[config.mk]
export PLATFORM = sky130hd
export DESIGN_NAME = dli_initiator
export DESIGN_NICKNAME = d
export VERILOG_FILES = /design/src/shared/dli_pkg.sv /design/src/hdl/dli_initiator.sv
export SDC_FILE = /design/constraint.sdc
export NUM_CORES = 1
export LEC_CHECK = 0
export ABC_AREA = 1
export BUFFER_PORTS_ARGS = -buffer_cell sky130_fd_sc_hd__buf_2
export CAP_MARGIN = 10
export CORE_MARGIN = 10
export CORE_UTILIZATION = 56
export DETAILED_ROUTE_END_ITERATION = 7
export GPL_ROUTABILITY_DRIVEN = 0
export PLACE_DENSITY_LB_ADDON = 0.12
export RECOVER_POWER = 25
export SETUP_SLACK_MARGIN = 0.02
export SLEW_MARGIN = 10
export SYNTH_ARGS = -nofsm -noshare
export SYNTH_HDL_FRONTEND = slang
export SYNTH_SLANG_ARGS = --single-unit
[constraint.sdc]
create_clock -name i_mclk -period 2.2 [get_ports i_mclk]
set_clock_uncertainty 0.15 [all_clocks]
set_input_delay 0.11 -clock i_mclk [delete_from_list [all_inputs] [get_ports i_mclk]]
set_output_delay 0.11 -clock i_mclk [all_outputs]
set_load 0.01 [all_outputs]
[src/shared/dli_pkg.sv]
// Purpose: constants, register map and types of the die link initiator control block
// Assumes: 8-bit register bus with 16-bit addresses, one bus clock
// Notes: window pages and link command codes are local choices
// Notes on behaviour
// RULE1: eight control registers plus blocking and non-blocking 256-byte windows
// RULE2: link enable takes only the first write unless in special mode
// RULE3: link disabled means no link line is used, pins released
// RULE4: enabled link drives active data lines low as idle command
// RULE5: enabled link drives a continuous clock, bus clock divided by ratio
// RULE6: width bit 0 uses lanes 3:0 only, width bit 1 uses all eight
// RULE7: stop-in-wait always writable; set stops link clock in wait mode
// RULE8: divider codes 00,01,10,11 give divide by 1,2,3,4
// RULE9: divider field write-once in normal mode, free in special mode
// RULE10: link clock high phase never longer than half the period; at divide by 1 the code holds o_link_clk high for as long as the link runs
// RULE11: after enable written to 1 in normal mode, write-once bits ignore writes
// RULE12: target interrupt enable gates the interrupt input from the target
// RULE13: timeout field counts link clocks for acknowledge; expiry sets timeout flag
// RULE14: timeout field write-once in normal mode, free in special mode
// RULE15: setting zero requires acknowledge right after the last transfer cycle
// RULE16: nonzero setting allows that many wait states, later acknowledge times out
// RULE17: window write sends write command, 8-bit address, then data
// RULE18: window read sends read command and 8-bit address, target returns data
// RULE19: stop or stopping wait drives clock and data low after high phase
// RULE20: any transaction error sets an error summary flag that cannot be masked
// RULE21: ratios above one hold clock high one bus cycle per period
// RULE22: reserved bits read zero; status and capture registers ignore writes; the code clears the error flags when status 0 bit 7 is written with 1
package dli_pkg;
    localparam int ADDR_W = 16;
    // control register byte addresses
    localparam logic [15:0] CTL0_ADDR = 16'h00D8;
    localparam logic [15:0] CTL1_ADDR = 16'h00D9;
    localparam logic [15:0] STAT0_ADDR = 16'h00DA;
    localparam logic [15:0] STAT1_ADDR = 16'h00DB;
    localparam logic [15:0] ATTR_ADDR = 16'h00DC;
    localparam logic [15:0] CADR_ADDR = 16'h00DD;
    localparam logic [15:0] DHI_ADDR = 16'h00DE;
    localparam logic [15:0] DLO_ADDR = 16'h00DF;
    // window pages: upper address byte selects a 256-byte window
    localparam logic [7:0] BLK_PAGE = 8'h02;
    localparam logic [7:0] NBLK_PAGE = 8'h03;
    // link command codes sent in the command cycle
    localparam logic [7:0] CMD_WRITE = 8'hA5;
    localparam logic [7:0] CMD_READ = 8'h5A;
    // field positions
    localparam int CTL0_EN_BIT = 7;
    localparam int CTL0_CW_BIT = 6;
    localparam int CTL0_SWAI_BIT = 5;
    localparam int CTL1_IE_BIT = 7;
    localparam logic [7:0] CTL0_RESET = 8'h00;
    localparam logic [7:0] CTL1_RESET = 8'h00;
    localparam logic [7:0] ERROR_SUMMARY_FLAG_MASK = 8'h80;
    localparam logic [3:0] NIB_ZERO = 4'h0;
    localparam logic [7:0] LANES_ALL = 8'hFF;
    localparam logic [7:0] LANES_LOW = 8'h0F;

    typedef enum logic [2:0] {
        DLI_IDLE = 3'b000,
        DLI_CMD = 3'b001,
        DLI_ADDR = 3'b010,
        DLI_DATA = 3'b011,
        DLI_ACK = 3'b100,
        DLI_RDAT = 3'b101
    } dli_state_t;

    // configuration held in the control registers
    typedef struct packed {
        logic link_enable;
        logic link_width_select;
        logic stop_in_wait;
        logic [1:0] link_clock_divider;
        logic target_interrupt_enable;
        logic [3:0] wait_state_limit;
    } dli_cfg_t;

    // capture of the transaction in flight
    typedef struct packed {
        logic rwb;
        logic nblk;
        logic [7:0] addr;
        logic [7:0] data;
    } dli_txn_t;
endpackage : dli_pkg

[src/hdl/dli_initiator.sv]
// Purpose: control, configuration and link sequencing of the die link initiator
// Assumes: pins and mode inputs synchronous to i_mclk; byte-wide register bus
// Notes: o_link_clk is a cycle-level clock; at divide by 1 it stays high and the pad
//        gate forms the clock from the bus clock
`timescale 1ns/1ps
module dli_initiator
    import dli_pkg::*;
(
    input wire logic i_mclk,
    input wire logic i_sys_rst,
    input wire logic [15:0] i_addr,
    input wire logic [7:0] i_wdata,
    input wire logic i_wr,
    input wire logic i_rd,
    output logic [7:0] o_rdata,
    input wire logic i_special_mode,
    input wire logic i_stop_mode,
    input wire logic i_wait_mode,
    output logic o_link_active,
    output logic o_link_clk,
    output logic [7:0] o_dat_out,
    output logic [7:0] o_dat_oe_n,
    input wire logic [7:0] i_dat_in,
    input wire logic i_target_int,
    output logic o_target_irq,
    output logic o_error_irq
);
    dli_cfg_t cfg_reg;
    dli_txn_t txn_reg;
    dli_state_t state_reg;
    logic [1:0] div_cnt_reg;
    logic [1:0] div_cnt_next;
    logic [2:0] ratio;
    logic run;
    logic tick;
    logic stop_req;
    logic locked;
    logic nib_reg;
    logic [3:0] wait_cnt_reg;
    logic busy_reg;
    logic err_reg;
    logic timeout_error_flag_reg;
    logic cnclf_reg;
    logic in_window;
    logic launch;
    logic cancel;
    logic ack_seen;
    logic timeout_hit;
    logic last_part;
    logic [7:0] cur_byte;
    logic [7:0] part;
    logic [7:0] lanes;
    logic wr_ctl0;
    logic wr_ctl1;
    logic err_clear;

    // write-once fields freeze once enabled outside special mode
    // RULE11 lock after enable
    assign locked = cfg_reg.link_enable & ~i_special_mode;
    assign wr_ctl0 = i_wr & (i_addr == CTL0_ADDR);
    assign wr_ctl1 = i_wr & (i_addr == CTL1_ADDR);
    assign err_clear = i_wr & (i_addr == STAT0_ADDR) & (|(i_wdata & ERROR_SUMMARY_FLAG_MASK));
    assign stop_req = i_stop_mode | (i_wait_mode & cfg_reg.stop_in_wait);
    assign lanes = cfg_reg.link_width_select ? LANES_ALL : LANES_LOW;

    // control registers; reserved bits are never stored
    always_ff @(posedge i_mclk or posedge i_sys_rst) begin
        if (i_sys_rst) begin
            cfg_reg <= '0;
        end else begin
            if (wr_ctl0) begin
                // RULE7 always writable
                cfg_reg.stop_in_wait <= i_wdata[CTL0_SWAI_BIT];
                // RULE2 RULE9 write-once fields
                if (!locked) begin
                    cfg_reg.link_enable <= i_wdata[CTL0_EN_BIT];
                    cfg_reg.link_width_select <= i_wdata[CTL0_CW_BIT];
                    cfg_reg.link_clock_divider <= i_wdata[1:0];
                end
            end
            if (wr_ctl1) begin
                cfg_reg.target_interrupt_enable <= i_wdata[CTL1_IE_BIT];
                // RULE14 timeout write-once
                if (!locked) begin
                    cfg_reg.wait_state_limit <= i_wdata[3:0];
                end
            end
        end
    end

    // divider: ratio is code plus one, high phase one bus cycle per period
    // RULE8 divide ratio
    assign ratio = {1'b0, cfg_reg.link_clock_divider} + 3'h1;
    assign run = cfg_reg.link_enable & ~stop_req;
    assign div_cnt_next = (!run || div_cnt_reg == cfg_reg.link_clock_divider) ?
                          2'h0 : div_cnt_reg + 2'h1;
    // a tick marks the start of a link clock period
    assign tick = run & (div_cnt_next == 2'h0);

    always_ff @(posedge i_mclk or posedge i_sys_rst) begin
        if (i_sys_rst) begin
            div_cnt_reg <= 2'h0;
        end else begin
            div_cnt_reg <= div_cnt_next;
        end
    end

    // link clock pin; a stop waits for nothing since the pin copies the tick, which a stop blocks
    // RULE5 RULE10 RULE21 clock shape
    always_ff @(posedge i_mclk or posedge i_sys_rst) begin
        if (i_sys_rst) begin
            o_link_clk <= 1'b0;
            o_link_active <= 1'b0;
        end else begin
            o_link_clk <= tick;
            o_link_active <= cfg_reg.link_enable;
        end
    end

    // window decode and launch; a pending error cancels the new access
    // RULE1 window decode
    assign in_window = (i_addr[15:8] == BLK_PAGE) | (i_addr[15:8] == NBLK_PAGE);
    assign launch = (i_wr | i_rd) & in_window & cfg_reg.link_enable &
                    (state_reg == DLI_IDLE) & ~err_reg;
    assign cancel = (i_wr | i_rd) & in_window & cfg_reg.link_enable & err_reg;

    // byte part for the current transfer cycle, high nibble first in 4-line mode
    always_comb begin
        unique case (state_reg)
            DLI_CMD: cur_byte = txn_reg.rwb ? CMD_READ : CMD_WRITE;
            DLI_ADDR: cur_byte = txn_reg.addr;
            DLI_DATA: cur_byte = txn_reg.data;
            default: cur_byte = 8'h00;
        endcase
        if (cfg_reg.link_width_select) begin
            part = cur_byte;
        end else if (!nib_reg) begin
            part = {NIB_ZERO, cur_byte[7:4]};
        end else begin
            part = {NIB_ZERO, cur_byte[3:0]};
        end
    end
    assign last_part = cfg_reg.link_width_select | nib_reg;
    // acknowledge: all active lanes sampled high
    assign ack_seen = ((i_dat_in & lanes) == lanes);
    // RULE15 RULE16 wait-state limit
    assign timeout_hit = (state_reg == DLI_ACK) & tick & ~ack_seen &
                         (wait_cnt_reg == cfg_reg.wait_state_limit);

    // transaction sequencer, leaves idle on launch and advances on link ticks
    // RULE17 RULE18 frame sequence
    always_ff @(posedge i_mclk or posedge i_sys_rst) begin
        if (i_sys_rst) begin
            state_reg <= DLI_IDLE;
            nib_reg <= 1'b0;
            wait_cnt_reg <= 4'h0;
        end else if (!cfg_reg.link_enable) begin
            state_reg <= DLI_IDLE;
            nib_reg <= 1'b0;
            wait_cnt_reg <= 4'h0;
        end else begin
            unique case (state_reg)
                DLI_IDLE: begin
                    if (launch) begin
                        state_reg <= DLI_CMD;
                    end
                    nib_reg <= 1'b0;
                end
                DLI_CMD, DLI_ADDR, DLI_DATA: begin
                    if (tick) begin
                        nib_reg <= ~last_part;
                        wait_cnt_reg <= 4'h0;
                        if (last_part) begin
                            if (state_reg == DLI_CMD) begin
                                state_reg <= DLI_ADDR;
                            end else if (state_reg == DLI_ADDR && !txn_reg.rwb) begin
                                state_reg <= DLI_DATA;
                            end else begin
                                state_reg <= DLI_ACK;
                            end
                        end
                    end
                end
                DLI_ACK: begin
                    if (tick) begin
                        // RULE13 count wait states
                        if (ack_seen) begin
                            state_reg <= txn_reg.rwb ? DLI_RDAT : DLI_IDLE;
                        end else if (timeout_hit) begin
                            state_reg <= DLI_IDLE;
                        end else begin
                            wait_cnt_reg <= wait_cnt_reg + 4'h1;
                        end
                    end
                end
                DLI_RDAT: begin
                    if (tick) begin
                        nib_reg <= ~last_part;
                        if (last_part) begin
                            state_reg <= DLI_IDLE;
                        end
                    end
                end
                default: begin
                    state_reg <= DLI_IDLE;
                end
            endcase
        end
    end

    // capture of transaction attributes, address and data
    always_ff @(posedge i_mclk or posedge i_sys_rst) begin
        if (i_sys_rst) begin
            txn_reg <= '0;
        end else if (launch) begin
            txn_reg.rwb <= i_rd;
            txn_reg.nblk <= (i_addr[15:8] == NBLK_PAGE);
            txn_reg.addr <= i_addr[7:0];
            txn_reg.data <= i_rd ? 8'h00 : i_wdata;
        end else if (state_reg == DLI_RDAT && tick) begin
            // read data builds up as it arrives, final at the last part
            if (cfg_reg.link_width_select) begin
                txn_reg.data <= i_dat_in;
            end else if (!nib_reg) begin
                txn_reg.data <= {i_dat_in[3:0], txn_reg.data[3:0]};
            end else begin
                txn_reg.data <= {txn_reg.data[7:4], i_dat_in[3:0]};
            end
        end
    end

    // busy flag
    always_ff @(posedge i_mclk or posedge i_sys_rst) begin
        if (i_sys_rst) begin
            busy_reg <= 1'b0;
        end else begin
            busy_reg <= (state_reg != DLI_IDLE) | launch;
        end
    end

    // error flags: a set in the clearing cycle wins over the clear
    // RULE20 error summary
    always_ff @(posedge i_mclk or posedge i_sys_rst) begin
        if (i_sys_rst) begin
            err_reg <= 1'b0;
            timeout_error_flag_reg <= 1'b0;
            cnclf_reg <= 1'b0;
        end else begin
            err_reg <= timeout_hit | cancel | (err_reg & ~err_clear);
            timeout_error_flag_reg <= timeout_hit | (timeout_error_flag_reg & ~err_clear);
            cnclf_reg <= cancel | (cnclf_reg & ~err_clear);
        end
    end

    // interrupt outputs; the error line has no local mask
    // RULE12 interrupt gate
    always_ff @(posedge i_mclk or posedge i_sys_rst) begin
        if (i_sys_rst) begin
            o_target_irq <= 1'b0;
            o_error_irq <= 1'b0;
        end else begin
            o_target_irq <= cfg_reg.link_enable & cfg_reg.target_interrupt_enable &
                            i_target_int;
            o_error_irq <= err_reg;
        end
    end

    // data pins: released when disabled, low when idle or stopped
    // RULE3 RULE4 RULE6 RULE19 lane drive
    always_ff @(posedge i_mclk or posedge i_sys_rst) begin
        if (i_sys_rst) begin
            o_dat_out <= 8'h00;
            o_dat_oe_n <= LANES_ALL;
        end else if (!cfg_reg.link_enable) begin
            o_dat_out <= 8'h00;
            o_dat_oe_n <= LANES_ALL;
        end else if (stop_req) begin
            o_dat_out <= 8'h00;
            o_dat_oe_n <= ~lanes;
        end else begin
            unique case (state_reg)
                DLI_CMD, DLI_ADDR, DLI_DATA: begin
                    if (tick) begin
                        o_dat_out <= part & lanes;
                    end
                    o_dat_oe_n <= ~lanes;
                end
                DLI_ACK, DLI_RDAT: begin
                    // turned round so the target can answer
                    o_dat_out <= 8'h00;
                    o_dat_oe_n <= LANES_ALL;
                end
                default: begin
                    o_dat_out <= 8'h00;
                    o_dat_oe_n <= ~lanes;
                end
            endcase
        end
    end

    // register read port, data one cycle after the strobe
    // RULE22 reserved reads zero
    always_ff @(posedge i_mclk or posedge i_sys_rst) begin
        if (i_sys_rst) begin
            o_rdata <= 8'h00;
        end else if (i_rd) begin
            unique case (i_addr)
                CTL0_ADDR: o_rdata <= {cfg_reg.link_enable, cfg_reg.link_width_select,
                                       cfg_reg.stop_in_wait, 3'h0,
                                       cfg_reg.link_clock_divider};
                CTL1_ADDR: o_rdata <= {cfg_reg.target_interrupt_enable, 3'h0,
                                       cfg_reg.wait_state_limit};
                STAT0_ADDR: o_rdata <= {err_reg, 1'b0, cnclf_reg, timeout_error_flag_reg, 4'h0};
                STAT1_ADDR: o_rdata <= {i_target_int, busy_reg, 6'h00};
                ATTR_ADDR: o_rdata <= {txn_reg.rwb, 1'b1, 1'b0, txn_reg.nblk, 4'h0};
                CADR_ADDR: o_rdata <= txn_reg.addr;
                DHI_ADDR: o_rdata <= 8'h00;
                DLO_ADDR: o_rdata <= txn_reg.data;
                // window reads return the last captured data byte
                default: o_rdata <= in_window ? txn_reg.data : 8'h00;
            endcase
        end else begin
            o_rdata <= 8'h00;
        end
    end

    // checks
    // RULE10 RULE21 short high phase
    a_clk_high_one: assert property (@(posedge i_mclk) disable iff (i_sys_rst) // RULE10
        (o_link_clk && ratio > 3'h1) |=> !o_link_clk)
        else $error("link clock high longer than one bus cycle");
    // RULE3 release when disabled
    a_disabled_release: assert property (@(posedge i_mclk) disable iff (i_sys_rst) // RULE3
        !cfg_reg.link_enable |=> (o_dat_oe_n == LANES_ALL) && !o_link_clk)
        else $error("pins not released while disabled");
    // RULE4 idle lanes low
    a_idle_low: assert property (@(posedge i_mclk) disable iff (i_sys_rst) // RULE4
        (cfg_reg.link_enable && state_reg == DLI_IDLE)
        |=> (o_dat_out == 8'h00) && ((o_dat_oe_n & LANES_LOW) == 8'h00))
        else $error("idle lanes not driven low");
    // RULE6 upper lanes unused
    a_narrow_upper: assert property (@(posedge i_mclk) disable iff (i_sys_rst) // RULE6
        !cfg_reg.link_width_select |=> o_dat_oe_n[7:4] == 4'hF)
        else $error("upper lanes used in 4-line mode");
    // RULE2 RULE11 enable fields frozen
    a_lock_enable: assert property (@(posedge i_mclk) disable iff (i_sys_rst) // RULE11
        (locked && wr_ctl0) |=> $stable(cfg_reg.link_enable)
        && $stable(cfg_reg.link_width_select) && $stable(cfg_reg.link_clock_divider))
        else $error("write-once field changed after enable");
    // RULE14 timeout field frozen
    a_lock_timeout: assert property (@(posedge i_mclk) disable iff (i_sys_rst) // RULE14
        (locked && wr_ctl1) |=> $stable(cfg_reg.wait_state_limit))
        else $error("timeout field changed after enable");
    // RULE13 timeout flagged
    a_timeout_flag: assert property (@(posedge i_mclk) disable iff (i_sys_rst) // RULE13
        timeout_hit |=> timeout_error_flag_reg && err_reg && state_reg == DLI_IDLE)
        else $error("timeout not flagged");
    // RULE20 summary not masked
    a_err_summary: assert property (@(posedge i_mclk) disable iff (i_sys_rst) // RULE20
        timeout_error_flag_reg |-> err_reg ##1 o_error_irq)
        else $error("summary flag missing for timeout");
    // RULE12 interrupt gated
    a_irq_gate: assert property (@(posedge i_mclk) disable iff (i_sys_rst) // RULE12
        !cfg_reg.target_interrupt_enable |=> !o_target_irq)
        else $error("target interrupt passed while disabled");
    // RULE7 RULE19 stopped link low
    a_stop_clk: assert property (@(posedge i_mclk) disable iff (i_sys_rst) // RULE19
        stop_req |=> !o_link_clk && o_dat_out == 8'h00)
        else $error("link not held low while stopped");
    // RULE17 frame start
    a_start_busy: assert property (@(posedge i_mclk) disable iff (i_sys_rst) // RULE17
        launch |=> busy_reg && state_reg == DLI_CMD)
        else $error("launch did not start a frame");

    c_write_done: cover property (@(posedge i_mclk) disable iff (i_sys_rst)
        state_reg == DLI_ACK && tick && ack_seen && !txn_reg.rwb);
    c_read_done: cover property (@(posedge i_mclk) disable iff (i_sys_rst)
        state_reg == DLI_RDAT && tick && last_part);
    c_timeout: cover property (@(posedge i_mclk) disable iff (i_sys_rst) timeout_hit);
    c_cancel: cover property (@(posedge i_mclk) disable iff (i_sys_rst) cancel);
endmodule : dli_initiator

==> impl_metrics.py <==
metrics = {
    "placed_design": {
        "dp_slack_ns": 0.2627,
        "placed_cell_area_um2": 4214,
        "numPortBuffers": 67,
        "dpl.hpwl_um": 8476,
    },
    "floorplan": {
        "die-area_um2": 10410,
        "die_y_um": 102.0,
        "die_w_um": 102.0,
        "fp-row-count": 29,
        "start_util_pct": 58.35,
        "ios": 68,
        "coreArea_um2": 6459,
    },
    "worst_setup_path": {
        "critical_path_class": "input port to register",
        "cp-start-kind": "input port",
        "end_kind": "register",
        "cp_max_fo": 14,
        "cp.required_ns": 2.29,
        "rrSetupSlack_ns": 0.19,
        "critical_path_arrival_ns": 2.24,
    },
    "route": {
        "wl_um": 11480,
        "antenna_left": 0,
        "wl_per_cell_um": 16.14,
        "dr.first_iter.drc_count": 504,
        "drtPass1Iterations": 5,
        "routed_via_density": 5.712,
        "drc": 0,
        "num_vias": 4061,
    },
    "timing": {
        "hold_ws_ns": 0.001233,
        "relSlewSlack_pct": 4.232,
        "postLayoutSetupSlackWorst_ns": 0.05225,
        "fmax_mhz": 465.6,
        "fin_crit_ns": 2.148,
        "post-route-period-util_pct": 97.63,
        "tightestPinTransition_ns": 1.437,
        "hold_viol_final": 0,
        "setup_violations": 0,
        "slew_violations": 0,
        "setup_tns_ns": 0,
    },
    "layout": {
        "fin_area_um2": 4618,
        "drive_above_1_share_pct": 20.70,
        "nFillCells": 552,
        "nNetsFinal": 669,
        "syn_to_final_growth_pct": 22.54,
        "utilization_pct": 71.50,
        "largest_register_ffs": 18,
    },
    "logic_synthesis": {
        "synth_cells": 530,
        "synth.cells.most_frequent": "nand2_1, nor2_1, dfrtp_1",
        "yosysMostFrequentCell": "nand2_1",
        "syn_avg_cell_area_um2": 7.111,
        "synth_ff_type": "dfrtp_1",
        "synth_area_um2": 3769,
        "yosys-top-cells-area": "dfrtp_1, nand2_1, nor2_1, nand3_1, o21ai_1",
        "ys_warn_count": 0,
        "yosysTopAreaCellShare_pct": 41.17,
        "async_reset_ff_share_pct": 100.0,
        "yosysSeqAreaShare_pct": 42.56,
        "ys_seq_elements": 64,
        "synth_nets": 571,
        "yosys.area.top_type": "dfrtp_1",
        "ys_types": 38,
        "synth_edf_count": 0,
    },
    "clocking": {
        "ctsHtreeMaxLevel": 3,
        "cts.sinks": 64,
        "clkSlewWorstSetupHoldPaths_ns": 0.07,
        "numCtsBuffers": 9,
        "clockRootBuffer": "clkbuf_8",
        "insertion_delay_ns": 0.35,
        "cts_tree": "built",
        "cts_buffer_depth": 2,
    },
    "power": {
        "p_leak_nw": 2.334,
        "power_per_cell_area_nw_per_um2": 503.9,
        "ir_drop_uv": 546.7,
    },
    "run": {
        "cap_violations": 0,
    },
    "grt": {
        "grt_usage_pct": 22.19,
        "antenna_found_initial": 1,
        "grt-ovfl-total": 0,
        "grt_pass1_vias": 3702,
        "grt_pass1_wl_um": 18240,
        "grt_max_degree": 65,
    },
    "run_status": {
        "status": "finished clean",
    },
    "hold_path": {
        "hp-class": "input port to register",
    },
}
==> power breakdown <==
part | switching (mW) | internal [mW]
Sequential | 0.000185 | 1.18
Combinational | 0.0898 | 0.0605
Clock | 0.450 | 0.549
Total | 0.540 | 1.79
==> metal layers <==
metal	share of wire, %	global-route usage (%)	wire length, um
met5	0	0	0
met4	3.6	9.653	415
met3	9.5	4.858	1090
met2	47	35.51	5397
met1	40	28.30	4573
==> worst paths after layout <==
check / depth (start not counted) / to / from
worst max register to register: 9 / state_reg[1] / state_reg[0]
min in group asynchronous: 4 / o_dat_out[1] / i_sys_rst
worst max-delay path: 12 / o_rdata[7] / i_addr[5]
worst min register to register: 2 / o_dat_out[1] / o_dat_out[1]
worst min-delay path: 5 / txn_reg[5] / i_dat_in[5]
max in group asynchronous: 4 / txn_reg[4] / i_sys_rst
==> area by class of cell <==
type / instances / area [um^2] / share of cell area (%)
multi-input combinational: 400 / 1896 / 41.05
tap: 77 / 96.34 / 2.086
clock inverter: 4 / 45.04 / 0.9753
clock buffer: 12 / 145.1 / 3.143
antenna: 1 / 2.502 / 0.05419
inverter: 52 / 195.2 / 4.226
timing repair buffer: 101 / 634.4 / 13.74
sequential: 64 / 1604 / 34.73
==> per-stage QoR <==
| step | instances | power, mW |
|---|---|---|
| after floorplan | 530 | 1.255 |
| after global placement | 672 | 1.320 |
| after detailed placement | 672 | 1.322 |
| after CTS | 707 | 2.328 |
| after global routing | 711 | 2.399 |
| final | 711 | 2.327 |
==> what timing repair did <==
action	4_1_cts	5_1_grt
hold endpoints to repair	91	0
setup buffers	0	3
hold buffers	19	0
gates resized for setup	0	4
endpoints found under the setup margin	0	6
==> critical path, stage by stage <==
cell	delay [ns]
dlygate4sd3_1	0.56
buf_2	0.14
inv_1	0.08
nand3_1	0.16
nor2_1	0.24
nand2_1	0.20
nor2_4	0.20
nor3b_1	0.08
nand2_2	0.21
nand3_1	0.13
nand2_1	0.08
inv_1	0.04
==> cells by family after synthesis <==
kind of cell    synth area share, %
compound gates                11.59
fa+ha+maj                    0.3320
mux                          0.5976
buf+inv                       7.536
xor+xnor                      1.859
simple gates                  35.52
flops                         42.56
==> placed cells by master (no fill, tap or decap), types with 13 or more instances in the layout <==
master           n
nand2_1        160
buf_2           67
nor2_1          66
dfrtp_1         62
nand3_1         46
inv_1           38
o21ai_1         34
dlygate4sd3_1   19
a21oi_1         14
buf_4           14
o21ai_0         13
Note: power is estimated with default switching activity, not from simulation.
